**src/rtl/lcg_map.vh**
```
// Register map, field positions, reset values and counts for the LPC clock
// control block. Included by the design files; holds definitions only.
`ifndef LCG_MAP_VH
`define LCG_MAP_VH

// Register byte offsets on the AXI4-Lite bus
`define LCG_CLOCK_CONFIG_OFS 4'h0
`define LCG_INTERRUPT_CONFIG_OFS 4'h4
`define LCG_STATUS_OFS 4'h8

// lpc_clock_config fields
`define LCG_CLK0_EN_BIT 0
`define LCG_CLK1_EN_BIT 1
`define LCG_CLOCK_RUN_EN_BIT 2
`define LCG_LOOPBACK_SEL_BIT 3
`define LCG_CLK1_STATUS_BIT 4

// interrupt_config fields
`define LCG_SERIAL_IRQ_EN_BIT 0

// status fields
`define LCG_STAT_CLK_RUNNING_BIT 0
`define LCG_STAT_STATE_LSB 1
`define LCG_STAT_LINE_DRIVEN_BIT 3
`define LCG_STAT_LINE_LEVEL_BIT 4

// Reset values
`define LCG_CLK0_EN_RESET 1'b1
`define LCG_CLOCK_RUN_EN_RESET 1'b0
`define LCG_SERIAL_IRQ_EN_RESET 1'b1

// LPC clocks a peripheral has to claim the clock after release
`define LCG_CLOCK_RUN_WAIT 3'h4

// AXI responses
`define LCG_RESP_OKAY 2'b00
`define LCG_RESP_SLVERR 2'b10

`endif

```
**src/rtl/lcg_clock_gate.v**
```verilog
// Glitch-free gate for one LPC clock output, rebuilt from the sampled
// source clock. Assumes src is already synchronised to clk.
module lcg_clock_gate (
  input wire clk,
  input wire rst_n,
  input wire src,
  input wire en,
  output reg gated
);

  reg en_held;

  // Enable only moves while the source is low, so a pulse is whole or absent
  always @(posedge clk) begin
    if (!rst_n) begin
      en_held <= 1'b0;
      gated <= 1'b0;
    end else begin
      if (!src)
        en_held <= en;
      gated <= src & en_held;
    end
  end

endmodule

```
**src/rtl/lcg_top.v**
```verilog
// LPC clock loopback, output gating, clock-run and serial IRQ enable,
// with an AXI4-Lite register slave.
// Assumes MCLK at 250 MHz; LPC source clock, straps and the clock-run
// line arrive from outside MCLK and are synchronised here.
//
// Contract
// Strap 0: loop first clock back at pad
// Strap 1: board loopback, second clock disabled
// Straps readable in configuration bits
// Each clock output follows its enable bit
// Clock-run off after reset until enabled
// Software enables clock-run after peripherals initialised
// Serial IRQ enable 0 disables IRQ frames
// Release clock-run only when idle and quiet
// Stop clock unless claimed within 4 clocks
// Claimed line restarts clock, device drives low
// Clock enable switches only while source low
`include "lcg_map.vh"

module lcg_top (
  input wire MCLK,
  input wire RST_N,
  input wire LPC_SRC_CLK,
  input wire LOOPBACK_SELECT_STRAP,
  input wire SECOND_CLOCK_STRAP_ENABLE,
  input wire LPC_CYCLES_PENDING,
  input wire SERIAL_IRQ_QUIET,
  input wire CLOCK_RUN_LINE_N_IN,
  output reg CLOCK_RUN_LINE_N_OUT,
  output reg CLOCK_RUN_LINE_N_OE,
  output wire LPC_CLOCK_OUT0,
  output wire LPC_CLOCK_OUT1,
  output reg PAD_LOOPBACK_EN,
  output reg SERIAL_IRQ_ENABLE,
  input wire [3:0] S_AXI_AWADDR,
  input wire S_AXI_AWVALID,
  output reg S_AXI_AWREADY,
  input wire [31:0] S_AXI_WDATA,
  input wire [3:0] S_AXI_WSTRB,
  input wire S_AXI_WVALID,
  output reg S_AXI_WREADY,
  output reg [1:0] S_AXI_BRESP,
  output reg S_AXI_BVALID,
  input wire S_AXI_BREADY,
  input wire [3:0] S_AXI_ARADDR,
  input wire S_AXI_ARVALID,
  output reg S_AXI_ARREADY,
  output reg [31:0] S_AXI_RDATA,
  output reg [1:0] S_AXI_RRESP,
  output reg S_AXI_RVALID,
  input wire S_AXI_RREADY
);

  // Clock-run states
  localparam ST_OFF = 2'd0;
  localparam ST_RUN = 2'd1;
  localparam ST_RELEASE = 2'd2;
  localparam ST_STOPPED = 2'd3;

  // True when the word offset names a register of this block
  function mapped;
    input [3:0] addr;
    begin
      mapped = (addr == `LCG_CLOCK_CONFIG_OFS) || (addr == `LCG_INTERRUPT_CONFIG_OFS) ||
        (addr == `LCG_STATUS_OFS);
    end
  endfunction

  // Pin synchronisers; first stages read only by second stages
  reg src_s1, src_s2, src_d;
  reg run_s1, run_s2;
  reg lsel_s1, lsel_s2;
  reg c1_s1, c1_s2;

  reg strap_taken;
  reg [1:0] strap_fill;
  reg loopback_select;
  reg second_clock_enable_status;
  reg clk0_en;
  reg clk1_en;
  reg clock_run_enable;
  reg [1:0] state;
  reg [1:0] next_state;
  reg [2:0] wait_cnt;
  reg [1:0] settle_cnt;
  reg clock_allowed;
  reg aw_held, w_held;
  reg [3:0] aw_addr;
  reg [31:0] w_data;
  reg [3:0] w_strb;

  wire src_rise;
  wire strap_ready;
  wire line_claimed;
  wire idle;
  wire gate0_en;
  wire gate1_en;
  wire wr_go;
  wire [31:0] cfg_word;
  wire [31:0] irq_word;
  wire [31:0] stat_word;

  // Two flip-flops on every outside level before use
  always @(posedge MCLK) begin
    if (!RST_N) begin
      src_s1 <= 1'b0;
      src_s2 <= 1'b0;
      src_d <= 1'b0;
      run_s1 <= 1'b1;
      run_s2 <= 1'b1;
      lsel_s1 <= 1'b0;
      lsel_s2 <= 1'b0;
      c1_s1 <= 1'b0;
      c1_s2 <= 1'b0;
    end else begin
      src_s1 <= LPC_SRC_CLK;
      src_s2 <= src_s1;
      src_d <= src_s2;
      run_s1 <= CLOCK_RUN_LINE_N_IN;
      run_s2 <= run_s1;
      lsel_s1 <= LOOPBACK_SELECT_STRAP;
      lsel_s2 <= lsel_s1;
      c1_s1 <= SECOND_CLOCK_STRAP_ENABLE;
      c1_s2 <= c1_s1;
    end
  end

  // Our own low drive lingers in the synchroniser for two edges after release
  assign src_rise = src_s2 & ~src_d;
  assign line_claimed = ~run_s2 & settle_cnt[1];
  assign idle = ~LPC_CYCLES_PENDING & SERIAL_IRQ_QUIET;
  assign strap_ready = ~strap_taken & (strap_fill == 2'h3);

  // Straps are caught once, after the synchronisers have filled
  always @(posedge MCLK) begin
    if (!RST_N) begin
      strap_taken <= 1'b0;
      strap_fill <= 2'h0;
      loopback_select <= 1'b0;
      second_clock_enable_status <= 1'b0;
      PAD_LOOPBACK_EN <= 1'b1;
    end else begin
      // Second stages still hold reset values for two edges after release
      if (strap_fill != 2'h3)
        strap_fill <= strap_fill + 2'h1;
      if (strap_ready) begin
        strap_taken <= 1'b1;
        loopback_select <= lsel_s2;
        // Board loopback returns clock 0 on pin 1, so pin 1 may never drive
        second_clock_enable_status <= c1_s2 & ~lsel_s2;
        PAD_LOOPBACK_EN <= ~lsel_s2;
      end
    end
  end

  // Clock-run state machine
  always @* begin
    next_state = state;
    case (state)
      ST_OFF: begin
        if (clock_run_enable)
          next_state = ST_RUN;
      end
      ST_RUN: begin
        if (!clock_run_enable)
          next_state = ST_OFF;
        else if (idle && src_rise)
          next_state = ST_RELEASE;
      end
      ST_RELEASE: begin
        if (!clock_run_enable || line_claimed || !idle)
          next_state = ST_RUN;
        else if (src_rise && wait_cnt == `LCG_CLOCK_RUN_WAIT - 3'h1)
          next_state = ST_STOPPED;
      end
      ST_STOPPED: begin
        if (!clock_run_enable || line_claimed || !idle)
          next_state = ST_RUN;
      end
      default: next_state = ST_OFF;
    endcase
  end

  // State, wait count and the clock-run pin
  always @(posedge MCLK) begin
    if (!RST_N) begin
      state <= ST_OFF;
      wait_cnt <= 3'h0;
      settle_cnt <= 2'h0;
      clock_allowed <= 1'b1;
      CLOCK_RUN_LINE_N_OUT <= 1'b1;
      CLOCK_RUN_LINE_N_OE <= 1'b0;
    end else begin
      state <= next_state;
      // The rise that releases the line is not one of the four
      if (next_state != ST_RELEASE)
        wait_cnt <= 3'h0;
      else if (state == ST_RELEASE && src_rise)
        wait_cnt <= wait_cnt + 3'h1;
      if (state == ST_RUN || state == ST_OFF)
        settle_cnt <= 2'h0;
      else if (settle_cnt != 2'h3)
        settle_cnt <= settle_cnt + 2'h1;
      clock_allowed <= (next_state != ST_STOPPED);
      // Driven low in run, released otherwise; the pull-up gives the high
      CLOCK_RUN_LINE_N_OUT <= 1'b0;
      CLOCK_RUN_LINE_N_OE <= (next_state == ST_RUN);
    end
  end

  assign gate0_en = clk0_en & clock_allowed;
  assign gate1_en = clk1_en & ~loopback_select & clock_allowed;

  // One gate per clock output
  lcg_clock_gate u_gate0 (
    .clk(MCLK),
    .rst_n(RST_N),
    .src(src_s2),
    .en(gate0_en),
    .gated(LPC_CLOCK_OUT0)
  );

  lcg_clock_gate u_gate1 (
    .clk(MCLK),
    .rst_n(RST_N),
    .src(src_s2),
    .en(gate1_en),
    .gated(LPC_CLOCK_OUT1)
  );

  // Register read images
  assign cfg_word = {27'h0, second_clock_enable_status, loopback_select, clock_run_enable,
    clk1_en, clk0_en};
  assign irq_word = {31'h0, SERIAL_IRQ_ENABLE};
  assign stat_word = {27'h0, run_s2, CLOCK_RUN_LINE_N_OE, state, clock_allowed};

  assign wr_go = aw_held & w_held & ~S_AXI_BVALID;

  // Write address and data may arrive in either order
  always @(posedge MCLK) begin
    if (!RST_N) begin
      aw_held <= 1'b0;
      w_held <= 1'b0;
      aw_addr <= 4'h0;
      w_data <= 32'h0;
      w_strb <= 4'h0;
      S_AXI_AWREADY <= 1'b0;
      S_AXI_WREADY <= 1'b0;
      S_AXI_BVALID <= 1'b0;
      S_AXI_BRESP <= `LCG_RESP_OKAY;
    end else begin
      S_AXI_AWREADY <= ~aw_held & ~S_AXI_AWREADY & S_AXI_AWVALID;
      S_AXI_WREADY <= ~w_held & ~S_AXI_WREADY & S_AXI_WVALID;
      if (S_AXI_AWREADY && S_AXI_AWVALID) begin
        aw_held <= 1'b1;
        aw_addr <= S_AXI_AWADDR;
      end
      if (S_AXI_WREADY && S_AXI_WVALID) begin
        w_held <= 1'b1;
        w_data <= S_AXI_WDATA;
        w_strb <= S_AXI_WSTRB;
      end
      if (wr_go) begin
        aw_held <= 1'b0;
        w_held <= 1'b0;
        S_AXI_BVALID <= 1'b1;
        S_AXI_BRESP <= mapped({aw_addr[3:2], 2'b00}) ? `LCG_RESP_OKAY : `LCG_RESP_SLVERR;
      end else if (S_AXI_BREADY) begin
        S_AXI_BVALID <= 1'b0;
      end
    end
  end

  // Writable control bits; only byte lane 0 carries fields
  always @(posedge MCLK) begin
    if (!RST_N) begin
      clk0_en <= `LCG_CLK0_EN_RESET;
      clk1_en <= 1'b0;
      clock_run_enable <= `LCG_CLOCK_RUN_EN_RESET;
      SERIAL_IRQ_ENABLE <= `LCG_SERIAL_IRQ_EN_RESET;
    end else begin
      // Second clock starts as its strap says, once straps are caught
      if (strap_ready)
        clk1_en <= c1_s2 & ~lsel_s2;
      if (wr_go && w_strb[0]) begin
        if ({aw_addr[3:2], 2'b00} == `LCG_CLOCK_CONFIG_OFS) begin
          clk0_en <= w_data[`LCG_CLK0_EN_BIT];
          clk1_en <= w_data[`LCG_CLK1_EN_BIT];
          clock_run_enable <= w_data[`LCG_CLOCK_RUN_EN_BIT];
        end
        if ({aw_addr[3:2], 2'b00} == `LCG_INTERRUPT_CONFIG_OFS)
          SERIAL_IRQ_ENABLE <= w_data[`LCG_SERIAL_IRQ_EN_BIT];
      end
    end
  end

  // Read channel, one read outstanding; answer one cycle after the take
  always @(posedge MCLK) begin
    if (!RST_N) begin
      S_AXI_ARREADY <= 1'b0;
      S_AXI_RVALID <= 1'b0;
      S_AXI_RDATA <= 32'h0;
      S_AXI_RRESP <= `LCG_RESP_OKAY;
    end else begin
      S_AXI_ARREADY <= ~S_AXI_ARREADY & ~S_AXI_RVALID & S_AXI_ARVALID;
      if (S_AXI_ARREADY && S_AXI_ARVALID) begin
        S_AXI_RVALID <= 1'b1;
        S_AXI_RRESP <= `LCG_RESP_OKAY;
        case ({S_AXI_ARADDR[3:2], 2'b00})
          `LCG_CLOCK_CONFIG_OFS: S_AXI_RDATA <= cfg_word;
          `LCG_INTERRUPT_CONFIG_OFS: S_AXI_RDATA <= irq_word;
          `LCG_STATUS_OFS: S_AXI_RDATA <= stat_word;
          default: begin
            S_AXI_RDATA <= 32'h0;
            S_AXI_RRESP <= `LCG_RESP_SLVERR;
          end
        endcase
      end else if (S_AXI_RREADY) begin
        S_AXI_RVALID <= 1'b0;
      end
    end
  end

endmodule

```
**config.mk**
```make
export PLATFORM = sky130hd
export DESIGN_NAME = lcg_top
export DESIGN_NICKNAME = d
export VERILOG_FILES = /design/src/rtl/lcg_clock_gate.v /design/src/rtl/lcg_top.v
export VERILOG_INCLUDE_DIRS = /design/src /design/src/rtl
export SDC_FILE = /design/constraint.sdc
export NUM_CORES = 1
export LEC_CHECK = 0
export ABC_AREA = 1
export ABC_CLOCK_PERIOD_IN_PS = 1360
export BUFFER_PORTS_ARGS = -buffer_cell sky130_fd_sc_hd__buf_2
export CELL_PAD_IN_SITES_DETAIL_PLACEMENT = 1
export CELL_PAD_IN_SITES_GLOBAL_PLACEMENT = 1
export CORE_UTILIZATION = 29
export DETAILED_ROUTE_END_ITERATION = 8
export PLACE_DENSITY = 0.84
export SLEW_MARGIN = 20
export SYNTH_ARGS = -nofsm -noshare
export SYNTH_HDL_FRONTEND = slang
export SYNTH_SLANG_ARGS = --single-unit
```
**constraint.sdc**
```tcl
create_clock -name MCLK -period 1.36 [get_ports MCLK]
set_clock_uncertainty 0.2 [all_clocks]
set_input_delay 0.204 -clock MCLK [delete_from_list [all_inputs] [get_ports MCLK]]
set_output_delay 0.204 -clock MCLK [all_outputs]
set_load 0.005 [all_outputs]
```
# Word-level counts from Yosys, hierarchy flattened
# Index checks and enable logic that the tools add are counted.
# W data, S select, Z words.
totals:
  regBits: 84
  latch_bits: 0
  mem_bits_rw: 0
  romBits: 0
  input_bits: 57
  out_inout_bits: 47
  word_cells: 133
  memories: 0
op_classes:
  add_sub_neg: 3
  multipliers: 0
  div: 0
  magnitude_cmp: 0
  n_eq_ne: 14
  shifts: 0
  mux: 18
  bitwise: 32
  reduce_logical: 25
ops:
  columns: ["cell", "count"]
  rows:
  - ["$and A1 B1 Y1", 18]
  - ["$mux W2", 8]
  - ["$pmux W5 S3", 1]
  - ["$not A1 Y1", 14]
  - ["$eq A2 B2 Y1 const B", 5]
  - ["$eq A2 B1 Y1 const B", 4]
  - ["$mux W1", 8]
  - ["$ne A2 B2 Y1 const B", 4]
  - ["$pmux W2 S4", 1]
  - ["$logic_and A1 B1 Y1", 7]
  - ["$logic_not A2 Y1", 3]
  - ["$reduce_or A2 Y1", 3]
  - ["$logic_or A1 B1 Y1", 5]
  - ["$add A2 B1 Y2 const B", 2]
  - ["$reduce_and A2 Y1", 2]
  - ["$reduce_bool A2 Y1", 2]
  - ["$add A3 B1 Y3 const B", 1]
  - ["$eq A3 B2 Y1 const B", 1]
  - ["$reduce_or A3 Y1", 1]
  - ["$logic_not A1 Y1", 2]

# Longest topological paths before layout
# Gate-level depths: netlist of the first run.
logic_depth:
  depth_word: 8
  ltp_mapped: 11
  ltp_nobuf: 11

# By module
# A second synthesis of the first run with hierarchy kept.
unflattened:
  cells_unflattened: 286
  hier_area_um2: 2219.6
by_module_without_submodules:
  columns: ["module", "n_inst", "cells_per_inst", "area_per_inst_um2", "seq_area_each_um2"]
  rows:
  - ["lcg_top", 1, 272, 2097.0, 980.9]
  - ["lcg_clock_gate", 2, 7, 61.3, 40.0]

# Worst setup path before layout of the first run
# No wires, ideal clock.
synth_path:
  path_kind: "flip-flop to flip-flop"
  start: "register wait_cnt[0]"
  end: "register wait_cnt[0]"
  setup_time_ps: 64
  arrival_ps: 1150
  required_ps: 1096
  setup_slack_ps: -54
  stages_incl_launch_ff: 12
  path_buffers: 0
  period_less_slack_ps: 1414
  cell_sequence: "dfxtp_1 -> ha_1 -> ha_1 -> nand3_1 -> nand2_1 -> inv_1 -> nand2_1 -> nand2_1 -> nand2_1 -> nand2_2 -> nand2_2 -> nor2_1"
synth_via:
  elab_chain_len: 7
  elab_cells_between_ends: 8
  cone_classes: "add/sub (1); eq/ne (2); mux (3); reduce/logical (2)"
synth_lines:
  columns: ["item", "line", "rtl"]
  rows:
  - ["start: declaration", "lcg_top.v:84", "reg [2:0] wait_cnt;"]
  - ["start signal: assignment", "lcg_top.v:199", "wait_cnt <= wait_cnt + 3'h1;"]
  - ["$eq A3 B2 Y1", "lcg_top.v:173", "else if (src_rise && wait_cnt == `LCG_CLOCK_RUN_WAIT - 3'h1)"]
  - ["$logic_and A1 B1 Y1", "lcg_top.v:173", null]
  - ["$mux W2", "lcg_top.v:173", null]
  - ["$mux W2", "lcg_top.v:171", "if (!clock_run_enable || line_claimed || !idle)"]
  - ["$pmux W2 S4", "lcg_top.v:159", "case (state)"]
  - ["$ne A2 B2 Y1", "lcg_top.v:196", "if (next_state != ST_RELEASE)"]
  - ["$reduce_or A2 Y1 (no line)", null, null]
# Several ways; a longest one is shown, not always the timed one.
# A chain may end at the register's enable or synchronous reset.

# Final worst setup path of the first run
layout_path:
  start: "register wait_cnt[1]"
  end: "register wait_cnt[1]"
# The elaborated chain is that of the path after synthesis.

==> run metrics, run 1 <==
total core area 7290 sq um; Final setup viols 7; list of most frequent post-synthesis cells 53 x dfxtp_1, 45 x nand2_1, 41 x inv_1; WP data required 1.41 ns; worst vdd ir 0.422 mV; routed len/inst 11.1 um; Slowest-stage cell, CP dfxtp_2; Slew Limit Fails 0; Seq pwr share 57.1%; Post-synth EDFFs 0; status finished, violations left; Die ar. 7950 sq um; Startpoint Class flop; fin worst setup slack -0.121 ns; failing checks negative setup slack; Via density 4.17; ys flop type dfxtp_1; Core Util, Final 39.4%; global-route wire length before repair 8.40 mm; compound-gate portion of the synthesized area 10.8%; critical path peak fanout 3; hold_ws 0.0125 ns; clock network fraction of design power 30.1%; largest net degree at the start of global routing 18; Reg2Reg Depth 11; CP max stage delay 0.35 ns; starting density of the core 30.2%; synthesized area 2200 sq um; YS warnings 0; Netlist cell types 24; Hold WC Path Type in -> reg; DRT Wirelength 5.05 mm; synth top area cells dfxtp_1 48%, buf_4 9.9%, nand2_1 7.7%, inv_1 7.0%, nor2_1 5.8%; Final Hold Viols 0; Initial DRC Count 66; Synth Area per Inst 7.79 sq um; area grow syn2layout 30.3%; Seq cells post-synth 53; ys async rst share 0%; Antenna Cells 0; Synth Area in Simple Gates 19.6%; clock-pin slew on the worst setup and hold paths 0.09 ns; Die X-Extent 89.2 um; mux cell area share after synthesis 0%; IO Count 104; combinational family with the most area after synthesis simple AND/OR/NAND/NOR gates; post-synthesis sequential area ratio 48.1%; CP endpoint kind flop; CTS buffer count 5; WHS Path Cells 3; Clk Latency, worst-skew pair 0.31 ns; number of port buffers 38; first drt pass iteration count 4; RSZ-0062 raised after global routing yes; clock sinks 53; Cell Int Power 2.18 mW; Mapped Cells 283; cell mode on critical path nand2_1; pre-CTS setup slack -0.134 ns; Max Fclk 675 MHz; CTS tree yes; Die Y 89.2 um; period utilisation layout 109%; clock root buffer clkbuf_8; vias in the first global route 1901; Final #Nets 416; residual overflow from global routing 0; final RePlAce weighted congestion 0.794; Tmin final 1.48 ns; Detailed Place HPWL 3.54 mm; H-tree depth 2; CP cell instances ha_4, ha_4, nand3_2, nand2_1, inv_1, nand2_1, nand2_1, nand2_2, nand2_4, nand2_4, nor2_2; most frequent cell after synthesis dfxtp_1; Sw Share 25.9%; routed via count 1897; post-synth top area cell dfxtp_1; NetSw 761 uW; worst-case clock buffer depth 2; XOR/XNOR Fraction of Synth Area 1.19%; antenna violations before repair 0; pwr/cell area 1020 nW/um^2; row count 31; GRT Util Overall 13.7%; fillers 914; top-area cell type share of the netlist area 48.1%; share of cells above drive strength 1 27.2%; Synth Area in Adders 2.27%; crit path kind reg -> reg; Pleak 1.35 nW; WP data arrival 1.53 ns; max-cap violations 0; # DRC 0; Comb power frac 12.8%; DRT antenna net count 0
==> critical path: cells and delay by family, from the launching register on <==
kind                       cells  cell delay [ns]
buffers and inverters          1             0.06
DFF                            1             0.35
and+or+nand+nor                8             0.52
adders and majority gates      2             0.31
==> routing by layer <==
metal	vias up	track usage (%)	part of all wire (%)
li1	969	-	-
met3	10	3.69	4.7
met4	0	5.05	2.1
met2	54	23.7	49
met5	-	0	0
met1	864	16.3	45
==> worst paths after layout <==
check	end	slack (ns)	startpoint
min	S_AXI_RRESP[1]$_SDFFE_PN0P_	0.01	S_AXI_ARADDR[2]
max reg2reg	wait_cnt[1]$_SDFFE_PP0P_	-0.12	wait_cnt[1]$_SDFFE_PP0P_
min reg2reg	src_s2$_SDFF_PN0_	0.22	src_s1$_SDFF_PN0_
max	wait_cnt[1]$_SDFFE_PP0P_	-0.12	wait_cnt[1]$_SDFFE_PP0P_
==> sequential cells by signal, summed over array words and instances (netlist names), 2 cells and up <==
name	cells
aw_addr	2
wait_cnt	3
strap_fill	2
state	2
S_AXI_RDATA	5
settle_cnt	2
w_data	3
==> logic make-up after synthesis <==
kind of cell,count (synthesis)
AO/OA/AOI/OAI,43
XOR/XNOR,3
adder cells (fa/ha/maj),4
buffers and inverters,75
flip-flops,53
other,1
AND/OR/NAND/NOR,104
==> area by class of cell <==
cell class                 instances  area (sq um)  share of cell area (%)
clock buffer                       6          72.6                    2.53
clock inverter                     2          15.0                   0.523
inverter                          42           158                    5.49
multi-input combinational        183           953                    33.2
sequential                        53          1070                    37.2
tap                               99           124                    4.31
timing repair buffer              70           483                    16.8
==> cell usage in the layout, fill, tap and decap left out, types with 14 or more instances in the layout <==
cell type / instances
buf_4: 15
a21oi_1: 14
o21ai_0: 15
nand2_1: 42
buf_2: 38
conb_1: 29
nor2_1: 28
inv_1: 37
dfxtp_1: 48
dlygate4sd3_1: 16
==> through the flow <==
step                      area [sq um]  power, mW  TNS [ns]  instances
final                             2870       2.94    -0.555        455
after global routing              2870       3.10     -1.21        455
after CTS                         2780       2.92    -0.638        451
after detailed placement          2520       2.00    -0.622        427
after global placement            2520       1.99    -0.362        427
after floorplan                   2340       1.92   -0.0440        311
==> power by group through the flow <==
| stage | combinational [mW] | clock, mW | sequential (mW) |
|---|---|---|---|
| after CTS | 0.341 | 0.917 | 1.67 |
| after global placement | 0.287 | 0 | 1.70 |
| final | 0.376 | 0.886 | 1.68 |
| after global routing | 0.439 | 0.974 | 1.69 |
| after detailed placement | 0.301 | 0 | 1.70 |
| after floorplan | 0.224 | 0 | 1.70 |
==> timing repair <==
| action | in CTS | in global routing |
|---|---|---|
| setup buffers | 0 | 4 |
| resized for setup | 4 | 25 |
| endpoints found under the setup margin | 8 | 13 |
| hold buffers | 16 | 0 |
| endpoints found under the hold margin | 16 | 0 |
| pin swaps | 2 | 10 |
No activity file was read; power rests on OpenSTA's default activity.
==> run 2, diff against run 1 <==
Settings changed: CAP_MARGIN set to 20, SKIP_LAST_GASP set to 1.
==> run 2 against run 1 <==
Against the previous run: the run still ends with negative setup slack left; first-iteration DRC count did not move; critical path depth did not move; worst setup slack unchanged; sequential share of layout area unchanged; total power hardly changed; critical path type unchanged.
==> run metrics, run 2 (same netlist as run 1, synthesis figures left out) <==
vias in the first global route 1901 (unchanged); pwr/cell area 1020 nW/um^2 (about the same); CP max stage delay 0.35 ns (about the same); first drt pass iteration count 4 (unchanged); CP endpoint kind flop; Seq pwr share 57.1% (about the same); Startpoint Class flop; top sig layer met4; Reg2Reg Depth 11 (unchanged); Cell Int Power 2.18 mW (unchanged); Total Power 2.94 mW (about the same); starting density of the core 30.2% (unchanged); total core area 7290 sq um (unchanged); CTS buffer count 5 (unchanged); max-cap violations 0 (unchanged); area grow syn2layout 30.3% (unchanged); Detailed Place HPWL 3.54 mm (unchanged); H-tree depth 2 (unchanged); row count 31 (unchanged); Comb power frac 12.8% (about the same); FF/Latch Area 1070 sq um (unchanged); M1 wire length 2.25 mm (+0.22%); Antenna Cells 0 (unchanged); # DRC 0 (unchanged); fin worst setup slack -0.121 ns (unchanged); WL met2 2.46 mm (about the same); fillers 914 (unchanged); RSZ-0062 raised after global routing yes; Reg-to-Reg End wait_cnt[1]$_SDFFE_PP0P_; Slew Limit Fails 0 (unchanged); share of cells above drive strength 1 27.2% (unchanged); Die Y 89.2 um (unchanged); Hold EP S_AXI_RRESP[1]$_SDFFE_PN0P_; routed via count 1896 (-0.053%); CP cell instances ha_4, ha_4, nand3_2, nand2_1, inv_1, nand2_1, nand2_1, nand2_2, nand2_4, nand2_4, nor2_2; WP data arrival 1.53 ns (about the same); Top Registers S_AXI_RDATA (5), w_data (3), wait_cnt (3); clock network fraction of design power 30.1% (about the same); residual overflow from global routing 0 (unchanged); worst vdd ir 0.422 mV (about the same); Core Util, Final 39.4% (unchanged); most frequent cells in the layout 48 x dfxtp_1, 42 x nand2_1, 38 x buf_2, 37 x inv_1, 29 x conb_1; clock-pin slew on the worst setup and hold paths 0.09 ns (about the same); WP data required 1.41 ns (about the same); Tmin final 1.48 ns (unchanged); Worst R2R Start wait_cnt[1]$_SDFFE_PP0P_; GRT Util Overall 13.7% (unchanged); largest net degree at the start of global routing 18 (unchanged); crit path kind reg -> reg; critical path peak fanout 3 (unchanged); Final Hold Viols 0 (unchanged); status finished, violations left; Final #Nets 416 (unchanged); Pleak 1.35 nW (about the same); Via density 4.17 (about the same); r2r setup slk -0.12 ns (about the same); area occupied by multi-input gates 953 sq um (unchanged); clock sinks 53 (unchanged); NetSw 761 uW (about the same); Slowest-stage cell, CP dfxtp_2; cell mode on critical path nand2_1; routed len/inst 11.1 um (+0.12%); Hold Path Origin S_AXI_ARADDR[2]; final RePlAce weighted congestion 0.794 (unchanged); global-route wire length before repair 8.40 mm (unchanged); most common cell after layout, fill and taps aside dfxtp_1; antenna violations before repair 0 (unchanged); met3 wire length 237 um (unchanged); Hold WC Path Type in -> reg; IO Count 104 (unchanged); DRT Wirelength 5.05 mm (+0.12%); WHS Path Cells 3 (unchanged); CTS tree yes; Die X-Extent 89.2 um (unchanged); period utilisation layout 109% (unchanged); Initial DRC Count 66 (unchanged); worst-case clock buffer depth 2 (unchanged); failing checks negative setup slack; Sw Share 25.9% (about the same); placed cell area 2520 sq um (unchanged); Clk Latency, worst-skew pair 0.31 ns (about the same); number of port buffers 38 (unchanged); Finished Cell Area 2870 sq um (unchanged); Die ar. 7950 sq um (unchanged); flip-flop count of the largest register after layout 5 (unchanged); Final setup viols 8 (+1); Max Fclk 675 MHz (unchanged); DRT antenna net count 0 (unchanged); clock root buffer clkbuf_8; register with the most flip-flops S_AXI_RDATA
run 2: changes by cell type in the layout (fill, tap and decap cells not counted):
cell,change
o21ai_1,-1
o21ai_0,+1
run 2: routing by layer:
metal  up-vias  track usage [%]
met4         0             5.05
met3        10             3.69
met1       863             16.3
met5         -                0
met2        54             23.7
li1        969                -
run 2: critical path, delay by kind of cell, from the launching register on:
kind,cells,cell delay [ns]
AND/OR/NAND/NOR,8,0.52
flip-flops,1,0.35
adder cells (fa/ha/maj),2,0.31
buffers and inverters,1,0.06
run 2: how the worst max path moves through the flow:
stage,from,cells after the start,endpoint
finish,wait_cnt[1]$_SDFFE_PP0P_,11,wait_cnt[1]$_SDFFE_PP0P_
global route,wait_cnt[1]$_SDFFE_PP0P_,11,wait_cnt[1]$_SDFFE_PP0P_
CTS,wait_cnt[1]$_SDFFE_PP0P_,11,wait_cnt[1]$_SDFFE_PP0P_
detailed placement,wait_cnt[1]$_SDFFE_PP0P_,11,clock_allowed$_SDFF_PN1_
global placement,wait_cnt[1]$_SDFFE_PP0P_,11,clock_allowed$_SDFF_PN1_
floorplan,wait_cnt[1]$_SDFFE_PP0P_,11,clock_allowed$_SDFF_PN1_
run 2: through the flow:
step	worst slack [ns]	instances	TNS (ns)	hold WS (ns)
6_report	-0.121	455	-0.576	0.0125
5_1_grt	-0.199	455	-1.26	0.0391
4_1_cts	-0.145	451	-0.638	0.00358
3_5_place_dp	-0.134	427	-0.622	0.191
3_3_place_gp	-0.0991	427	-0.362	0.193
2_1_floorplan	-0.0288	311	-0.0440	0.102
run 2: area by class of cell:
| class | instances | share of cell area, % |
|---|---|---|
| flip-flops and latches | 53 | 37.2 |
| multi-input cells | 183 | 33.2 |
| repair buffers | 70 | 16.8 |
| inverters | 42 | 5.49 |
| well taps | 99 | 4.31 |
| clock buffers | 6 | 2.53 |
| clock inverters | 2 | 0.523 |
run 2: power by group through the flow:
stage | registers [mW] | clock network, mW | logic, mW
3_5_place_dp | 1.70 | 0 | 0.301
6_report | 1.68 | 0.886 | 0.376
4_1_cts | 1.67 | 0.917 | 0.341
2_1_floorplan | 1.70 | 0 | 0.224
3_3_place_gp | 1.70 | 0 | 0.287
5_1_grt | 1.69 | 0.974 | 0.439
run 2: repair_timing:
item,CTS,global route
endpoints found under the hold margin,16,0
buffers inserted,0,4
endpoints found under the setup margin,8,13
hold buffers,16,0
pin swaps,2,10
resized for setup,4,24
